### src/wsw_pkg.sv
// package: constants and types for the watchdog, sleep and wake block
package wsw_pkg;
    // watchdog counter width and time-out (terminal count)
    localparam int unsigned WDT_WIDTH = 16;
    localparam logic [WDT_WIDTH-1:0] WDT_TERMINAL = 16'hffff;
    // software enable position in the reset control register
    localparam int unsigned SW_WDT_EN_BIT = 5;
    // erased (default) value of the configuration enable bit
    localparam logic CFG_WDT_EN_ERASED = 1'b1;
    // power-on delay, about 10 us, at 100 MHz
    localparam int unsigned CLK_PERIOD_NS = 10;
    localparam int unsigned POR_DELAY_NS = 10000;
    localparam int unsigned POR_DELAY_CYC = POR_DELAY_NS / CLK_PERIOD_NS;
    // power-up timer length, cycles (no figure given)
    localparam int unsigned POWER_UP_TIMER_CYC_DEF = 4096;
    // oscillator start-up timer length, cycles
    localparam int unsigned OST_CYC_DEF = 1024;
    localparam int unsigned DLY_WIDTH = 24;
    // rc oscillator divider: one watchdog tick per this many clocks
    localparam int unsigned RC_DIV = 4;
    // oscillator source encodings
    localparam logic [1:0] OSC_EXT_CLK = 2'h0;  // external clock or internal rc
    localparam logic [1:0] OSC_XTAL = 2'h1;     // crystal
    localparam logic [1:0] OSC_XTAL_PLL = 2'h2; // crystal with pll
    localparam logic [1:0] OSC_LP_XTAL = 2'h3;  // low-power crystal
    // power-save operand values
    localparam logic PSAV_SLEEP = 1'b0;
    localparam logic PSAV_IDLE = 1'b1;

    typedef enum logic [2:0] {
        ST_RUN,
        ST_IDLE,
        ST_SLEEP,
        ST_WAKE_OST,
        ST_WAKE_LOCK,
        ST_WAKE_DLY
    } wsw_state_t;
endpackage

### src/wsw_counter.sv
// enabled up-counter with terminal pulse, used for watchdog and delays
`timescale 1ns/100ps
module wsw_counter import wsw_pkg::*; #(
    parameter int unsigned W = 16
) (
    // clock and reset
    input  wire logic         i_clk,
    input  wire logic         i_rst_n,
    // control
    input  wire logic         i_clear,
    input  wire logic         i_en,
    input  wire logic [W-1:0] i_limit,
    // status
    output logic              o_hit,
    output logic [W-1:0]      o_count
);
    typedef struct packed {
        logic [W-1:0] cnt;
        logic         hit;
    } wsw_cnt_state_t;

    wsw_cnt_state_t cur_ff;
    wsw_cnt_state_t nxt_cur;

    // clear wins over counting; hit is one pulse at the limit
    always_comb begin
        nxt_cur = cur_ff;
        nxt_cur.hit = 1'b0;
        if (i_clear) begin
            nxt_cur.cnt = '0;
        end else if (i_en) begin
            if (cur_ff.cnt == i_limit) begin
                nxt_cur.cnt = '0;
                nxt_cur.hit = 1'b1;
            end else begin
                nxt_cur.cnt = cur_ff.cnt + 1'b1;
            end
        end
    end

    always_ff @(posedge i_clk) begin
        if (!i_rst_n) begin
            cur_ff <= '0;
        end else begin
            cur_ff <= nxt_cur;
        end
    end

    assign o_hit = cur_ff.hit;
    assign o_count = cur_ff.cnt;
endmodule

### src/wsw_top.sv
// watchdog with sleep/idle entry, wake-up and clock restart hold-off
// Function
// - watchdog ticks from a divided low-power rc clock, independent of system clock
// - configuration enable bit at 1 forces the watchdog on permanently
// - erased configuration enable bit reads as 1, watchdog on by default
// - watchdog increments to overflow; overflow in run or idle forces device reset
// - overflow during sleep wakes the device instead of resetting it
// - wake by watchdog overflow clears the watchdog time-out flag
// - with configuration bit 0, software enable bit 5 controls the watchdog
// - sleep stops cpu and peripheral clocks, and the oscillator unless i_lp_xtal_in_sleep is set; rc runs if watchdog on
// - sleep exits on enabled interrupt, any reset or watchdog overflow
// - wake restarts the pre-sleep clock, chosen by current oscillator field
// - on wake from sleep by power-on or brown-out, oscillator comes from configuration fields
// - crystal wake holds clock until power-up and start-up timers end, or pll lock plus power-on delay
// - external clock or rc wake applies only the power-on delay
// - low-power crystal running in sleep: power-on delay only, no timers
`timescale 1ns/100ps
module wsw_top import wsw_pkg::*; #(
    parameter int unsigned          POWER_UP_TIMER_CYC  = POWER_UP_TIMER_CYC_DEF,
    parameter int unsigned          OST_CYC   = OST_CYC_DEF,
    // time-out is a parameter so that a short run can still reach an overflow
    parameter logic [WDT_WIDTH-1:0] WDT_LIMIT = WDT_TERMINAL
) (
    // clock and reset
    input  wire logic                 i_clk,
    input  wire logic                 i_rst_n,
    // configuration word
    input  wire logic                 i_cfg_watchdog_enable,
    input  wire logic                 i_cfg_erased,
    input  wire logic [1:0]           i_cfg_osc_family,
    input  wire logic [3:0]           i_cfg_primary_osc_mode,
    input  wire logic                 i_clk_switch_en,
    input  wire logic [1:0]           i_current_osc_select,
    // reset control register bits
    input  wire logic [7:0]           i_reset_control_reg_wr,
    input  wire logic                 i_reset_control_reg_we,
    // core instructions
    input  wire logic                 i_clear_watchdog_instr,
    input  wire logic                 i_power_save_instr,
    input  wire logic                 i_power_save_mode,
    // wake sources, crystal-in-sleep and pll lock
    input  wire logic                 i_irq_wake,
    input  wire logic                 i_por_bor,
    input  wire logic                 i_pin_reset,
    input  wire logic                 i_lp_xtal_in_sleep,
    input  wire logic                 i_pll_lock,
    // status
    output logic                      o_watchdog_enabled,
    output logic                      o_sw_watchdog_enable,
    output logic                      o_watchdog_timeout_flag,
    output logic [WDT_WIDTH-1:0]      o_watchdog_counter,
    output logic                      o_wdt_reset,
    // clocks and power state
    output logic                      o_cpu_clk_en,
    output logic                      o_periph_clk_en,
    output logic                      o_osc_en,
    output logic                      o_low_power_rc_clock_en,
    output logic                      o_sleeping,
    output logic                      o_idle,
    output logic [1:0]                o_osc_source
);
    typedef struct packed {
        wsw_state_t  st;
        logic        sw_en;
        logic        watchdog_timeout_flag;
        logic        wdt_rst;
        logic [1:0]  osc;
        logic [1:0]  rc_div;
        logic        rc_tick;
        logic        wake_wdt;
    } wsw_top_state_t;

    wsw_top_state_t cur_ff;
    wsw_top_state_t nxt_cur;

    logic                 cfg_en;
    logic                 wdt_on;
    logic                 wdt_ovf;
    logic                 dly_hit;
    logic                 dly_run;
    logic                 dly_clr;
    logic [DLY_WIDTH-1:0] dly_limit;
    logic [1:0]           wake_osc;
    logic                 wake_any;

    // erased part reads as enabled
    assign cfg_en = i_cfg_erased ? CFG_WDT_EN_ERASED : i_cfg_watchdog_enable;
    // software bit only matters when the configuration bit is 0
    assign wdt_on = cfg_en | cur_ff.sw_en;

    // watchdog counter on the rc tick; stays counting regardless of cpu clock gating
    wsw_counter #(
        .W (WDT_WIDTH)
    ) u_wdt (
        .i_clk   (i_clk),
        .i_rst_n (i_rst_n),
        .i_clear (i_clear_watchdog_instr | ~wdt_on | cur_ff.wdt_rst),
        .i_en    (cur_ff.rc_tick),
        .i_limit (WDT_LIMIT),
        .o_hit   (wdt_ovf),
        .o_count (o_watchdog_counter)
    );

    // wake hold-off timer, one counter shared by all delay kinds
    wsw_counter #(
        .W (DLY_WIDTH)
    ) u_dly (
        .i_clk   (i_clk),
        .i_rst_n (i_rst_n),
        .i_clear (dly_clr),
        .i_en    (dly_run),
        .i_limit (dly_limit),
        .o_hit   (dly_hit),
        .o_count ()
    );

    // oscillator choice: configuration fields after power-on, else pre-sleep clock
    always_comb begin
        if (i_por_bor) begin
            wake_osc = i_cfg_primary_osc_mode[3] ? OSC_LP_XTAL : i_cfg_osc_family;
        end else if (i_clk_switch_en) begin
            wake_osc = i_current_osc_select;
        end else begin
            wake_osc = cur_ff.osc;
        end
    end

    assign wake_any = i_irq_wake | i_por_bor | i_pin_reset | wdt_ovf;

    // hold-off length follows the state being waited in
    always_comb begin
        dly_run = 1'b0;
        dly_limit = DLY_WIDTH'(POR_DELAY_CYC - 1);
        case (cur_ff.st)
            ST_WAKE_OST: begin
                dly_run = 1'b1;
                dly_limit = DLY_WIDTH'(OST_CYC + POWER_UP_TIMER_CYC - 1);
            end
            ST_WAKE_DLY: begin
                dly_run = 1'b1;
                dly_limit = DLY_WIDTH'(POR_DELAY_CYC - 1);
            end
            default: begin
                dly_run = 1'b0;
            end
        endcase
    end

    // delay counter restarts on every state change
    assign dly_clr = (nxt_cur.st != cur_ff.st);

    // main power-state machine
    always_comb begin
        nxt_cur = cur_ff;
        nxt_cur.wdt_rst = 1'b0;
        nxt_cur.rc_tick = 1'b0;
        // rc divider runs whenever the watchdog is on, asleep or not
        if (wdt_on) begin
            nxt_cur.rc_div = cur_ff.rc_div + 2'h1;
            nxt_cur.rc_tick = (cur_ff.rc_div == 2'(RC_DIV - 1));
        end
        if (i_reset_control_reg_we) begin
            nxt_cur.sw_en = i_reset_control_reg_wr[SW_WDT_EN_BIT];
            nxt_cur.watchdog_timeout_flag = i_reset_control_reg_wr[4];
        end
        case (cur_ff.st)
            ST_RUN: begin
                if (wdt_ovf) begin
                    nxt_cur.wdt_rst = 1'b1;
                    nxt_cur.watchdog_timeout_flag = 1'b1;
                end else if (i_power_save_instr) begin
                    nxt_cur.osc = i_current_osc_select;
                    nxt_cur.st = (i_power_save_mode == PSAV_SLEEP) ? ST_SLEEP : ST_IDLE;
                end
            end
            ST_IDLE: begin
                if (wdt_ovf) begin
                    nxt_cur.wdt_rst = 1'b1;
                    nxt_cur.watchdog_timeout_flag = 1'b1;
                    nxt_cur.st = ST_RUN;
                end else if (i_irq_wake | i_por_bor | i_pin_reset) begin
                    nxt_cur.st = ST_RUN;
                end
            end
            ST_SLEEP: begin
                if (wake_any) begin
                    nxt_cur.wake_wdt = wdt_ovf & ~i_por_bor & ~i_pin_reset;
                    if (wdt_ovf) begin
                        nxt_cur.watchdog_timeout_flag = 1'b0;
                    end
                    nxt_cur.osc = wake_osc;
                    if (wake_osc == OSC_LP_XTAL && i_lp_xtal_in_sleep) begin
                        nxt_cur.st = ST_WAKE_DLY;
                    end else if (wake_osc == OSC_XTAL || wake_osc == OSC_LP_XTAL) begin
                        nxt_cur.st = ST_WAKE_OST;
                    end else if (wake_osc == OSC_XTAL_PLL) begin
                        nxt_cur.st = ST_WAKE_LOCK;
                    end else begin
                        nxt_cur.st = ST_WAKE_DLY;
                    end
                end
            end
            ST_WAKE_OST: begin
                if (dly_hit) begin
                    nxt_cur.st = ST_RUN;
                end
            end
            ST_WAKE_LOCK: begin
                // clock held until the pll reports lock
                if (i_pll_lock) begin
                    nxt_cur.st = ST_WAKE_DLY;
                end
            end
            ST_WAKE_DLY: begin
                if (dly_hit) begin
                    nxt_cur.st = ST_RUN;
                end
            end
            default: begin
                nxt_cur.st = ST_RUN;
            end
        endcase
    end

    always_ff @(posedge i_clk) begin
        if (!i_rst_n) begin
            cur_ff <= '{st: ST_RUN, sw_en: 1'b0, watchdog_timeout_flag: 1'b0, wdt_rst: 1'b0, osc: 2'h0,
                        rc_div: 2'h0, rc_tick: 1'b0, wake_wdt: 1'b0};
        end else begin
            cur_ff <= nxt_cur;
        end
    end

    // outputs; sleep gates cpu and peripheral clocks, and the oscillator unless i_lp_xtal_in_sleep is set
    assign o_watchdog_enabled = wdt_on;
    assign o_sw_watchdog_enable = cur_ff.sw_en;
    assign o_watchdog_timeout_flag = cur_ff.watchdog_timeout_flag;
    assign o_wdt_reset = cur_ff.wdt_rst;
    assign o_cpu_clk_en = (cur_ff.st == ST_RUN);
    assign o_periph_clk_en = (cur_ff.st == ST_RUN) || (cur_ff.st == ST_IDLE);
    assign o_osc_en = (cur_ff.st != ST_SLEEP) || i_lp_xtal_in_sleep;
    assign o_low_power_rc_clock_en = wdt_on;
    assign o_sleeping = (cur_ff.st == ST_SLEEP);
    assign o_idle = (cur_ff.st == ST_IDLE);
    assign o_osc_source = cur_ff.osc;
endmodule

### config.mk
export PLATFORM = sky130hd
export DESIGN_NAME = wsw_top
export DESIGN_NICKNAME = d
export VERILOG_FILES = /design/src/wsw_pkg.sv /design/src/wsw_counter.sv /design/src/wsw_top.sv
export SDC_FILE = /design/constraint.sdc
export NUM_CORES = 1
export LEC_CHECK = 0
export BUFFER_PORTS_ARGS = -buffer_cell sky130_fd_sc_hd__buf_2
export CORE_UTILIZATION = 30
export CTS_BUF_LIST = sky130_fd_sc_hd__clkbuf_4 sky130_fd_sc_hd__clkbuf_8
export DETAILED_ROUTE_END_ITERATION = 7
export PLACE_DENSITY = 0.56
export SLEW_MARGIN = 40
export SYNTH_ARGS = -nofsm -noshare
export SYNTH_HDL_FRONTEND = slang
export SYNTH_SLANG_ARGS = --single-unit
### constraint.sdc
create_clock -name i_clk -period 2.6 [get_ports i_clk]
set_clock_uncertainty 0.15 [all_clocks]
set_input_delay 0.52 -clock i_clk [delete_from_list [all_inputs] [get_ports i_clk]]
set_output_delay 0.52 -clock i_clk [all_outputs]
set_load 0.03 [all_outputs]
Yosys cells after proc, flatten, opt, wreduce, memory -nomap -nowiden
Cells that the tools add are included.
- register bits after elaboration: 53
- input bits: 30
- output and inout bits: 28
- logic and storage cells: 86
- $add $sub $neg: 3
- equal/unequal tests: 16
- muxes and demuxes: 31
- bitwise operators: 10
- reductions and logical operators: 15
- operators by type and width (operator ; count):
    2-to-1 mux 3 bit ; 9
    adder 24 x 1 -> 24 bit, second input constant ; 1
    == test 24 x 13 -> 1 bit ; 1
    2-to-1 mux 24 bit ; 1
    adder 16 x 1 -> 16 bit, second input constant ; 1
    == test 16 bit, second input constant ; 1
    2-to-1 mux 16 bit ; 1
    2-to-1 mux 2 bit ; 8
    one-hot mux 3 bit (5 select lines) ; 1
    2-to-1 mux 13 bit ; 1
    2-to-1 mux 1 bit ; 8
    OR reduction 2 bit ; 4
    == test 2 bit, second input constant ; 3
    == test 3 x 2 -> 1 bit, second input constant ; 2
    == test 3 bit, second input constant ; 2
    OR 1 bit ; 6
    OR reduction 3 bit ; 2
    != test 2 bit, second input constant ; 2
    inverter 1 bit ; 4
    one-hot mux 2 bit (2 select lines) ; 1
    AND reduction 2 bit ; 2
    AND reduction 4 bit ; 1
    == test 3 x 1 -> 1 bit, second input constant ; 1
    logical NOT 3 bit ; 1
    9 further kinds ; 11

Logic depth before layout (Yosys ltp)
Gate-level depths: netlist of run 1.
- word-level depth: 10
- gate-level depth with buffers: 10
- mapped depth without buffers: 8

Cells and area by module
From an unflattened synthesis of run 1, not the netlist that was laid out.
- cell total of the unflattened synthesis: 354
- area total of the unflattened synthesis: 3072.9 um^2
- modules (own cells, without submodules) (module ; times used ; cells an instance ; area an instance (um^2) ; sequential area each (um^2)):
    wsw_counter at u_dly ; 1 ; 158 ; 1385.1 ; 500.5
    wsw_counter at u_wdt ; 1 ; 102 ; 913.4 ; 340.3
    wsw_top ; 1 ; 94 ; 774.5 ; 220.2

Worst setup path after synthesis of run 1
OpenSTA, ideal clock, no wires.
- path kind: register -> register
- from: register cur_ff[9] (netlist name)
- to: register u_dly.cur_ff, in the netlist u_dly.o_count[10]
- library setup time: 0.144 ns
- arrival: 2.064 ns
- required time: 2.306 ns
- path slack: 0.241 ns
- cell stages (with the launch flop): 8
- buffers on the path: 2
- period minus slack after synthesis: 2.359 ns
- cell sequence: dfxtp_1 > buf_2 > nor3_1 > and3b_1 > nor4_2 > o21ai_2 > buf_6 > nor3_1
- elaborated cells between the ends (all ways): 21
- those cells by class: eq/ne (7); mux (11); reduce/logical (3)
- RTL lines (what ; RTL line ; source):
    start, declared ; wsw_top.sv:73 ; wsw_top_state_t cur_ff;
    start signal, assigned ; wsw_top.sv:227 ; cur_ff <= '{st: ST_RUN, sw_en: 1'b0, watchdog_timeout_flag: 1'b0, wdt_rst: 1'b0, osc: 2'h0,
    start signal, assigned ; wsw_top.sv:230 ; cur_ff <= nxt_cur;
    logical NOT 3 bit ; n/a ;
    via o_cpu_clk_en ; wsw_top.sv:54 ; output logic o_cpu_clk_en,
    one-hot mux 3 bit (5 select lines) ; wsw_top.sv:166 ; case (cur_ff.st)
    != test 3 bit ; wsw_top.sv:150 ; assign dly_clr = (nxt_cur.st != cur_ff.st);
    OR reduction 2 bit (no line) ; n/a ;
    end signal, assigned ; wsw_counter.sv:45 ; cur_ff <= nxt_cur;
    end, declared ; wsw_counter.sv:22 ; wsw_cnt_state_t cur_ff;
The timed path passes the listed nets, and every way through them passes these cells.
A chain may end at the register's enable or synchronous reset.

Worst setup path after layout of run 1
- from: register cur_ff[10] (netlist name)
- to: register u_dly.cur_ff, in the netlist u_dly.o_count[10]
- word-level cells in the longest chain between the ends: 5
- elaborated cells between the ends (all ways): 21
- those cells by class: eq/ne (7); mux (11); reduce/logical (3)
- RTL lines (what ; RTL line):
    == test 3 bit, or another cell as far along ; wsw_top.sv:134, wsw_top.sv:166
    OR reduction 2 bit (no line), or another cell as far along ; n/a
    one-hot mux 3 bit (5 select lines) ; wsw_top.sv:166
    != test 3 bit ; wsw_top.sv:150
    OR reduction 2 bit (no line) ; n/a
Several ways; a longest one is shown, not always the timed one.

==> key figures, run 1 <==
Detailed routing
  • WL/cell: 12.0 µm
  • Via count: 2233
  • 1st-iter DRT viols: 48
  • Residual DRC: 0
  • Vias per cell: 4.82
  • Routed Antenna Nets: 0
  • Pre-antenna DRT Iters: 4
  • Final wirelength: 5.55 mm

STA
  • Measured slew at the worst slew-check pin: 0.498 ns
  • Final Hold Vio Count: 0
  • Hold WS: 0.321 ns
  • Final period util: 87.3%
  • RSZ-0062 raised after global routing: no
  • Setup violators final: 0
  • Max Fclk: 441 MHz
  • Setup TNS: 0 ns
  • Final Slew Violations: 0
  • Relative slew slack: 66.5%
  • Post-layout minimum cycle time: 2.27 ns

Clock tree
  • Clock transition at path regs: 0.09 ns
  • CTS tree: done
  • Htree depth: 2
  • Max Root-Sink Buffers: 2
  • Clock latency on the worst-skew pair: 0.31 ns
  • Post-CTS Setup Bufs: 0
  • Num CTS Buffers: 5
  • Clock net sink count: 53
  • CTS Root Cell: clkbuf_8

Global route
  • Total gr overflow: 0
  • First-pass GRT wire length: 9.41 mm
  • Total track usage: 12.9%
  • Largest net degree at the start of global routing: 17
  • Initial antenna violation count: 0
  • Vias in the first global route: 2065

Final layout
  • Area of the multi-input gates: 1490 µm²
  • Area growth syn-to-layout: 16.0%
  • Ant diodes: 0
  • Final Cell Area: 3090 µm²
  • Utilization after layout: 36.8%
  • Reg area: 1060 µm²
  • Share of cells above drive strength 1: 22.1%
  • Layout fillers: 908
  • Nets: 390

Synth
  • Leading area contributor after synthesis: dfxtp_1
  • Post-Syn Area: 2660 µm²
  • Post-synth top area share: 39.9%
  • Ys Warns: 0
  • Dominant synthesized flop cell: dfxtp_1
  • Synth unique cells: 48
  • Post-Syn Nets: 342
  • Post-Syn Instances: 309
  • Top cells by area, synth: dfxtp_1 (40%), xor2_1 (9.6%), nor2_1 (5.5%), nand3_1 (5.1%), nand2_1 (3.4%)
  • Flops & latches, synth: 53
  • Ys async rst share: 0%
  • Avg Cell Area, Syn: 8.60 µm²
  • Post-synthesis sequential area ratio: 39.9%
  • EDFF count, synth: 0

Die
  • Initial Util: 31.7%
  • Die Ht: 96.1 µm
  • FP Rows: 33
  • Core Box Area: 8380 µm²
  • IO Count: 58
  • Die extent in x: 96.1 µm
  • Die ar.: 9240 µm²

Placement
  • Placed inst area: 2990 µm²
  • HPWL after DPL: 4.15 mm
  • Routability cong.: 0.770
  • Port Buf Inserts: 48

Min path
  • Worst hold stages: 3
  • Worst Hold Class: in -> reg
  • Min-Delay Startpoint: i_power_save_mode
  • Min-Delay Endpoint: cur_ff[9]$_SDFF_PN0_

Pwr
  • Peak supply drop: 244 µV
  • Pwr/cell area: 545 nW/µm²
  • Leak pwr: 0.00120 µW

Critical path
  • CP Cell Sequence: nor2b_4, nand2_2, inv_2, nand2_2, a311oi_2, o31a_1, o21ai_2, buf_4, nor3_1
  • Critical-path maximum fanout: 14
  • Setup CP Type: reg -> reg
  • Worst r2r src: cur_ff[10]$_SDFF_PN0_
  • Worst EP required: 2.68 ns
  • CP Launch Type: flip-flop
  • FF-to-FF End: u_dly.o_count[10]$_SDFFE_PP0N_
  • Slowest stage cell, crit path: dfxtp_1
  • Worst Setup SP: cur_ff[10]$_SDFF_PN0_
  • Cell mode on critical path: nand2_2
  • R2R depth: 9
  • Reg2reg setup slack: 0.33 ns
  • CP endpoint kind: flip-flop
  • Arrival @ worst endpoint: 2.35 ns
  • CP max stage delay: 0.49 ns

Run
  • Max Cap Viol: 0

Run status
  • Status: complete, no violations
[area by class of cell]
class	count	share of cell area (%)
multi-input cells	238	48.4
flip-flops and latches	53	34.4
repair buffers	55	9.49
well taps	105	4.26
clock buffers	6	2.47
clock inverters	2	0.487
inverters	4	0.487
[through the flow]
step	cells	worst slack (ns)	power, µW
after floorplan	309	0.241	1160
after global placement	455	0.154	1230
after detailed placement	455	0.144	1230
after CTS	463	0.234	1710
after global routing	463	0.120	1780
final	463	0.331	1680
[timing repair]
action / in CTS / in global routing
setup endpoints to repair: 0 / 1
resized for setup: 0 / 1
endpoints found under the hold margin: 0 / 0
hold buffers: 0 / 0
[cells in the final DEF, fill, tap and decap left out, types with 5 or more instances in the layout]
cell type  netlist  layout
nor3_1          16      16
and2_1           7       7
clkbuf_8         0       5
xnor2_1          9       9
nor2_1          39      39
dfxtp_1         53      53
and3_1          11      11
nor2b_1          6       6
buf_4            4       7
nand4_1          8       8
a21oi_1          7       7
buf_2            2      48
nand3_1         27      27
xor2_1          29      29
nand2_1         24      24
[cells in the mapped netlist (3+ instances only)]
cell type  count
dfxtp_1       53
nor2_1        39
xor2_1        29
nand3_1       27
nand2_1       24
nor3_1        16
and3_1        11
xnor2_1        9
nand4_1        8
a21oi_1        7
and2_1         7
nor2b_1        6
clkbuf_1       5
and4_1         4
buf_4          4
mux2i_1        4
o21ai_0        4
a31oi_1        3
buf_6          3
ha_1           3
inv_1          3
nand2b_1       3
nand3b_1       3
nor4_1         3
or3_1          3
[logic make-up after synthesis]
group / after synthesis / synth area share [%]
simple gates: 164 / 32.7
flops: 53 / 39.9
xor+xnor: 38 / 12.5
compound gates: 27 / 7.11
buf+inv: 18 / 4.05
mux: 6 / 2.35
fa+ha+maj: 3 / 1.41
[flip-flops by register name, indices dropped and copies added (netlist names)]
name	cells
u_wdt.o_count	16
cur_ff	6
o_watchdog_timeout_flag	1
o_wdt_reset	1
u_dly.o_hit	1
u_dly.o_count	24
o_sw_watchdog_enable	1
u_wdt.o_hit	1
o_osc_source	2
[power by group]
group / leakage [µW] / internal, µW / switching [µW] / total, µW
Combinational: 0.000734 / 128 / 215 / 343
Clock: 0.0000408 / 201 / 266 / 466
Sequential: 0.000429 / 835 / 37.2 / 872
[worst max path at each step]
stage / to / slack [ns] / cells after the start
finish: u_dly.o_count[10]$_SDFFE_PP0N_ / 0.33 / 9
global route: u_dly.o_count[12]$_SDFFE_PP0N_ / 0.12 / 9
detailed placement: u_dly.o_count[3]$_SDFFE_PP0N_ / 0.14 / 8
CTS: u_dly.o_count[5]$_SDFFE_PP0N_ / 0.23 / 7
global placement: u_dly.o_count[5]$_SDFFE_PP0N_ / 0.15 / 8
floorplan: u_dly.o_count[10]$_SDFFE_PP0N_ / 0.24 / 7
[routing by layer]
layer,part of all wire (%),GRT usage (%),vias to the layer above
met5,0,0,-
met3,3.3,2.61,3
li1,-,-,1163
met4,0.56,3.98,0
met1,49,16.5,1035
met2,47,21.7,32
[worst max-delay path, delay by kind of cell, from the launching register on]
family / cells / cell delay, ns
buffers and inverters: 2 / 0.31
and+or+nand+nor: 4 / 0.65
DFF: 1 / 0.49
AOI/OAI and AO/OA: 3 / 0.57
No activity file was read; power rests on OpenSTA's default activity.
==> inputs of run 2 (changes only) <==
==> constraint.sdc (replaced) <==
create_clock -name i_clk -period 2.48 [get_ports i_clk]
set_clock_uncertainty 0.15 [all_clocks]
set_input_delay 0.496 -clock i_clk [delete_from_list [all_inputs] [get_ports i_clk]]
set_output_delay 0.496 -clock i_clk [all_outputs]
set_load 0.03 [all_outputs]
==> run 2 against run 1 <==
  * Non-clock buffer count rose by 3
  * Core utilization rose by 0.37 points
  * Combinational power rose by 12%
  * Flip-flop and latch count did not move
  * Clock power rose by 5.2%
  * Critical path depth fell by 2
  * Count of clock-buffer cells in the layout did not move
  * Register-to-register slack barely moved
  * First-iteration DRC count rose by 21%
  * Sequential power rose by 3.3%
  * Power rose by 5.6%
  * Cell count rose by 0.65%
  * Critical path type unchanged
  * Largest cell class unchanged
==> key figures, run 2 (synthesized netlist as in run 1, its figures left out) <==
STA
  • Final Hold Vio Count: 0 (unchanged)
  • RSZ-0062 raised after global routing: no (unchanged)
  • Max Fclk: 463 MHz (was 441 MHz)
  • Final period util: 87.0% (was 87.3%)
  • Post-layout minimum cycle time: 2.16 ns (was 2.27 ns)
  • Relative slew slack: 70.7% (was 66.5%)
  • Final Slew Violations: 0 (unchanged)
  • Measured slew at the worst slew-check pin: 0.440 ns (was 0.498 ns)
  • Setup TNS: 0 ns (unchanged)
  • Setup violators final: 0 (unchanged)

Detailed routing
  • WL/cell: 11.9 µm (was 12.0 µm)
  • 1st-iter DRT viols: 58 (was 48)
  • Routed Antenna Nets: 0 (unchanged)
  • Vias per cell: 4.89 (was 4.82)
  • Pre-antenna DRT Iters: 4 (unchanged)
  • Via count: 2277 (was 2233)
  • Final wirelength: 5.56 mm (was 5.55 mm)
  • Residual DRC: 0 (unchanged)

Die
  • Die Ht: 96.1 µm (unchanged)
  • Die ar.: 9240 µm² (unchanged)
  • Die extent in x: 96.1 µm (unchanged)
  • IO Count: 58 (unchanged)
  • Core Box Area: 8380 µm² (unchanged)
  • Initial Util: 31.7% (unchanged)
  • FP Rows: 33 (unchanged)

Critical path
  • Setup CP Type: reg -> reg (unchanged)
  • Slowest stage cell, crit path: or3b_2 (was dfxtp_1)
  • CP Launch Type: flip-flop (unchanged)
  • Buf/Inv on CP: 1 (was 2)
  • Worst r2r src: o_osc_source[1]$_SDFFE_PN0P_ (was cur_ff[10]$_SDFF_PN0_)
  • CP Depth: 7 (was 9)
  • R2R depth: 7 (was 9)
  • Worst EP required: 2.52 ns (was 2.68 ns)
  • CP Cell Sequence: or3b_2, a21oi_1, a311oi_2, o31a_1, o21ai_2, buf_12, nor3_1 (was nor2b_4, nand2_2, inv_2, nand2_2, a311oi_2, o31a_1, o21ai_2, buf_4, nor3_1)
  • CP max stage delay: 0.45 ns (was 0.49 ns)
  • Critical-path maximum fanout: 25 (was 14)
  • Kind of cell adding the most delay to the critical path: compound AO/OA/AOI/OAI gates (was simple AND/OR/NAND/NOR gates)
  • Arrival @ worst endpoint: 2.19 ns (was 2.35 ns)
  • CP endpoint kind: flip-flop (unchanged)
  • Worst Setup SP: o_osc_source[1]$_SDFFE_PN0P_ (was cur_ff[10]$_SDFF_PN0_)
  • Reg2reg setup slack: 0.32 ns (was 0.33 ns)

Clock tree
  • CTS Root Cell: clkbuf_8 (unchanged)
  • Htree depth: 2 (unchanged)
  • Clock net sink count: 53 (unchanged)
  • Post-CTS Setup Bufs: 0 (unchanged)
  • PostCTS Resize Cnt: 0 (unchanged)
  • Max Root-Sink Buffers: 2 (unchanged)
  • Clock latency on the worst-skew pair: 0.31 ns (about the same)
  • Num CTS Buffers: 5 (unchanged)
  • CTS tree: done (unchanged)
  • Cts hold-fix bufs: 0 (unchanged)
  • Clock transition at path regs: 0.09 ns (about the same)

Run status
  • Status: complete, no violations (unchanged)

Final layout
  • Area growth syn-to-layout: 17.2% (was 16.0%)
  • Commonest non-fill, non-tap cell in the layout: dfxtp_1 (unchanged)
  • Share of cells above drive strength 1: 22.4% (was 22.1%)
  • Nets: 393 (was 390)
  • Most frequent cells in the layout: dfxtp_1 (53), buf_2 (48), nor2_1 (39) (unchanged)
  • Ant diodes: 0 (unchanged)
  • Max reg flops: 24 (unchanged)
  • Non-filler instance count after layout: 466 (was 463)

Global route
  • Total gr overflow: 0 (unchanged)
  • First-pass GRT wire length: 9.29 mm (was 9.41 mm)
  • Vias in the first global route: 2028 (was 2065)
  • Largest net degree at the start of global routing: 26 (was 17)
  • Initial antenna violation count: 0 (unchanged)
  • Total track usage: 12.8% (was 12.9%)

Min path
  • Worst hold stages: 3 (unchanged)
  • Worst Hold Class: in -> reg (unchanged)
  • Min-Delay Startpoint: i_reset_control_reg_wr[5] (was i_power_save_mode)

Pwr
  • Peak supply drop: 195 µV (was 244 µV)
  • Pwr/cell area: 569 nW/µm² (was 545 nW/µm²)
  • Leak pwr: 0.00122 µW (was 0.00120 µW)

Placement
  • Cells after DPL: 458 (was 455)
  • Routability cong.: 0.769 (was 0.770)
  • HPWL after DPL: 4.09 mm (was 4.15 mm)
  • Port Buf Inserts: 48 (unchanged)

Run
  • Max Cap Viol: 0 (unchanged)
## run 2: cell count changes in the layout (fill, tap and decap cells not counted)
cell	previous run	this run
buf_12	0	1
buf_4	7	9
o21ai_1	0	1
o21ai_2	2	1
## run 2: final timing paths
check / end
hold / removal: o_sw_watchdog_enable$_SDFFE_PN0P_
setup reg to reg: u_dly.o_count[5]$_SDFFE_PP0N_
hold reg to reg: u_dly.o_count[1]$_SDFFE_PP0N_
setup / recovery: u_dly.o_count[5]$_SDFFE_PP0N_
## run 2: report_power, final
group          leakage [µW]  switching [µW]  internal [µW]
registers          0.000429            25.7            876
clock network     0.0000408             280            210
logic              0.000755             238            146
## run 2: layout make-up
| class | instances | area (µm²) |
|---|---|---|
| clock inverters | 2 | 15.0 |
| clock buffers | 6 | 76.3 |
| multi-input cells | 238 | 1490 |
| fillers | 872 | 5270 |
| well taps | 105 | 131 |
| inverters | 4 | 15.0 |
| repair buffers | 58 | 328 |
| flip-flops and latches | 53 | 1060 |
## run 2: per-stage QoR
stage	area [µm²]	setup WS (ns)	hold WS (ns)	utilization, %	total power (µW)
2_1_floorplan	2660	0.121	0.297	-	1220
3_3_place_gp	3030	0.0688	0.310	36.1	1310
3_5_place_dp	3030	0.0565	0.324	36.1	1310
4_1_cts	3120	0.301	0.283	37.2	1810
5_1_grt	3120	0.157	0.281	37.2	1890
6_report	3120	0.322	0.296	37.2	1770
## run 2: worst register-to-register path, stage by stage (launching register included)
cell and delay, ns:
dfxtp_1 0.37, or3b_2 0.45, a21oi_1 0.21, a311oi_2 0.10
o31a_1 0.33, o21ai_2 0.17, buf_12 0.19, nor3_1 0.08
## run 2: metal layers
layer / track usage (%) / part of all wire (%)
met2: 20.4 / 45
met3: 2.61 / 4.0
met5: 0 / 0
met4: 5.22 / 1.3
met1: 16.7 / 49
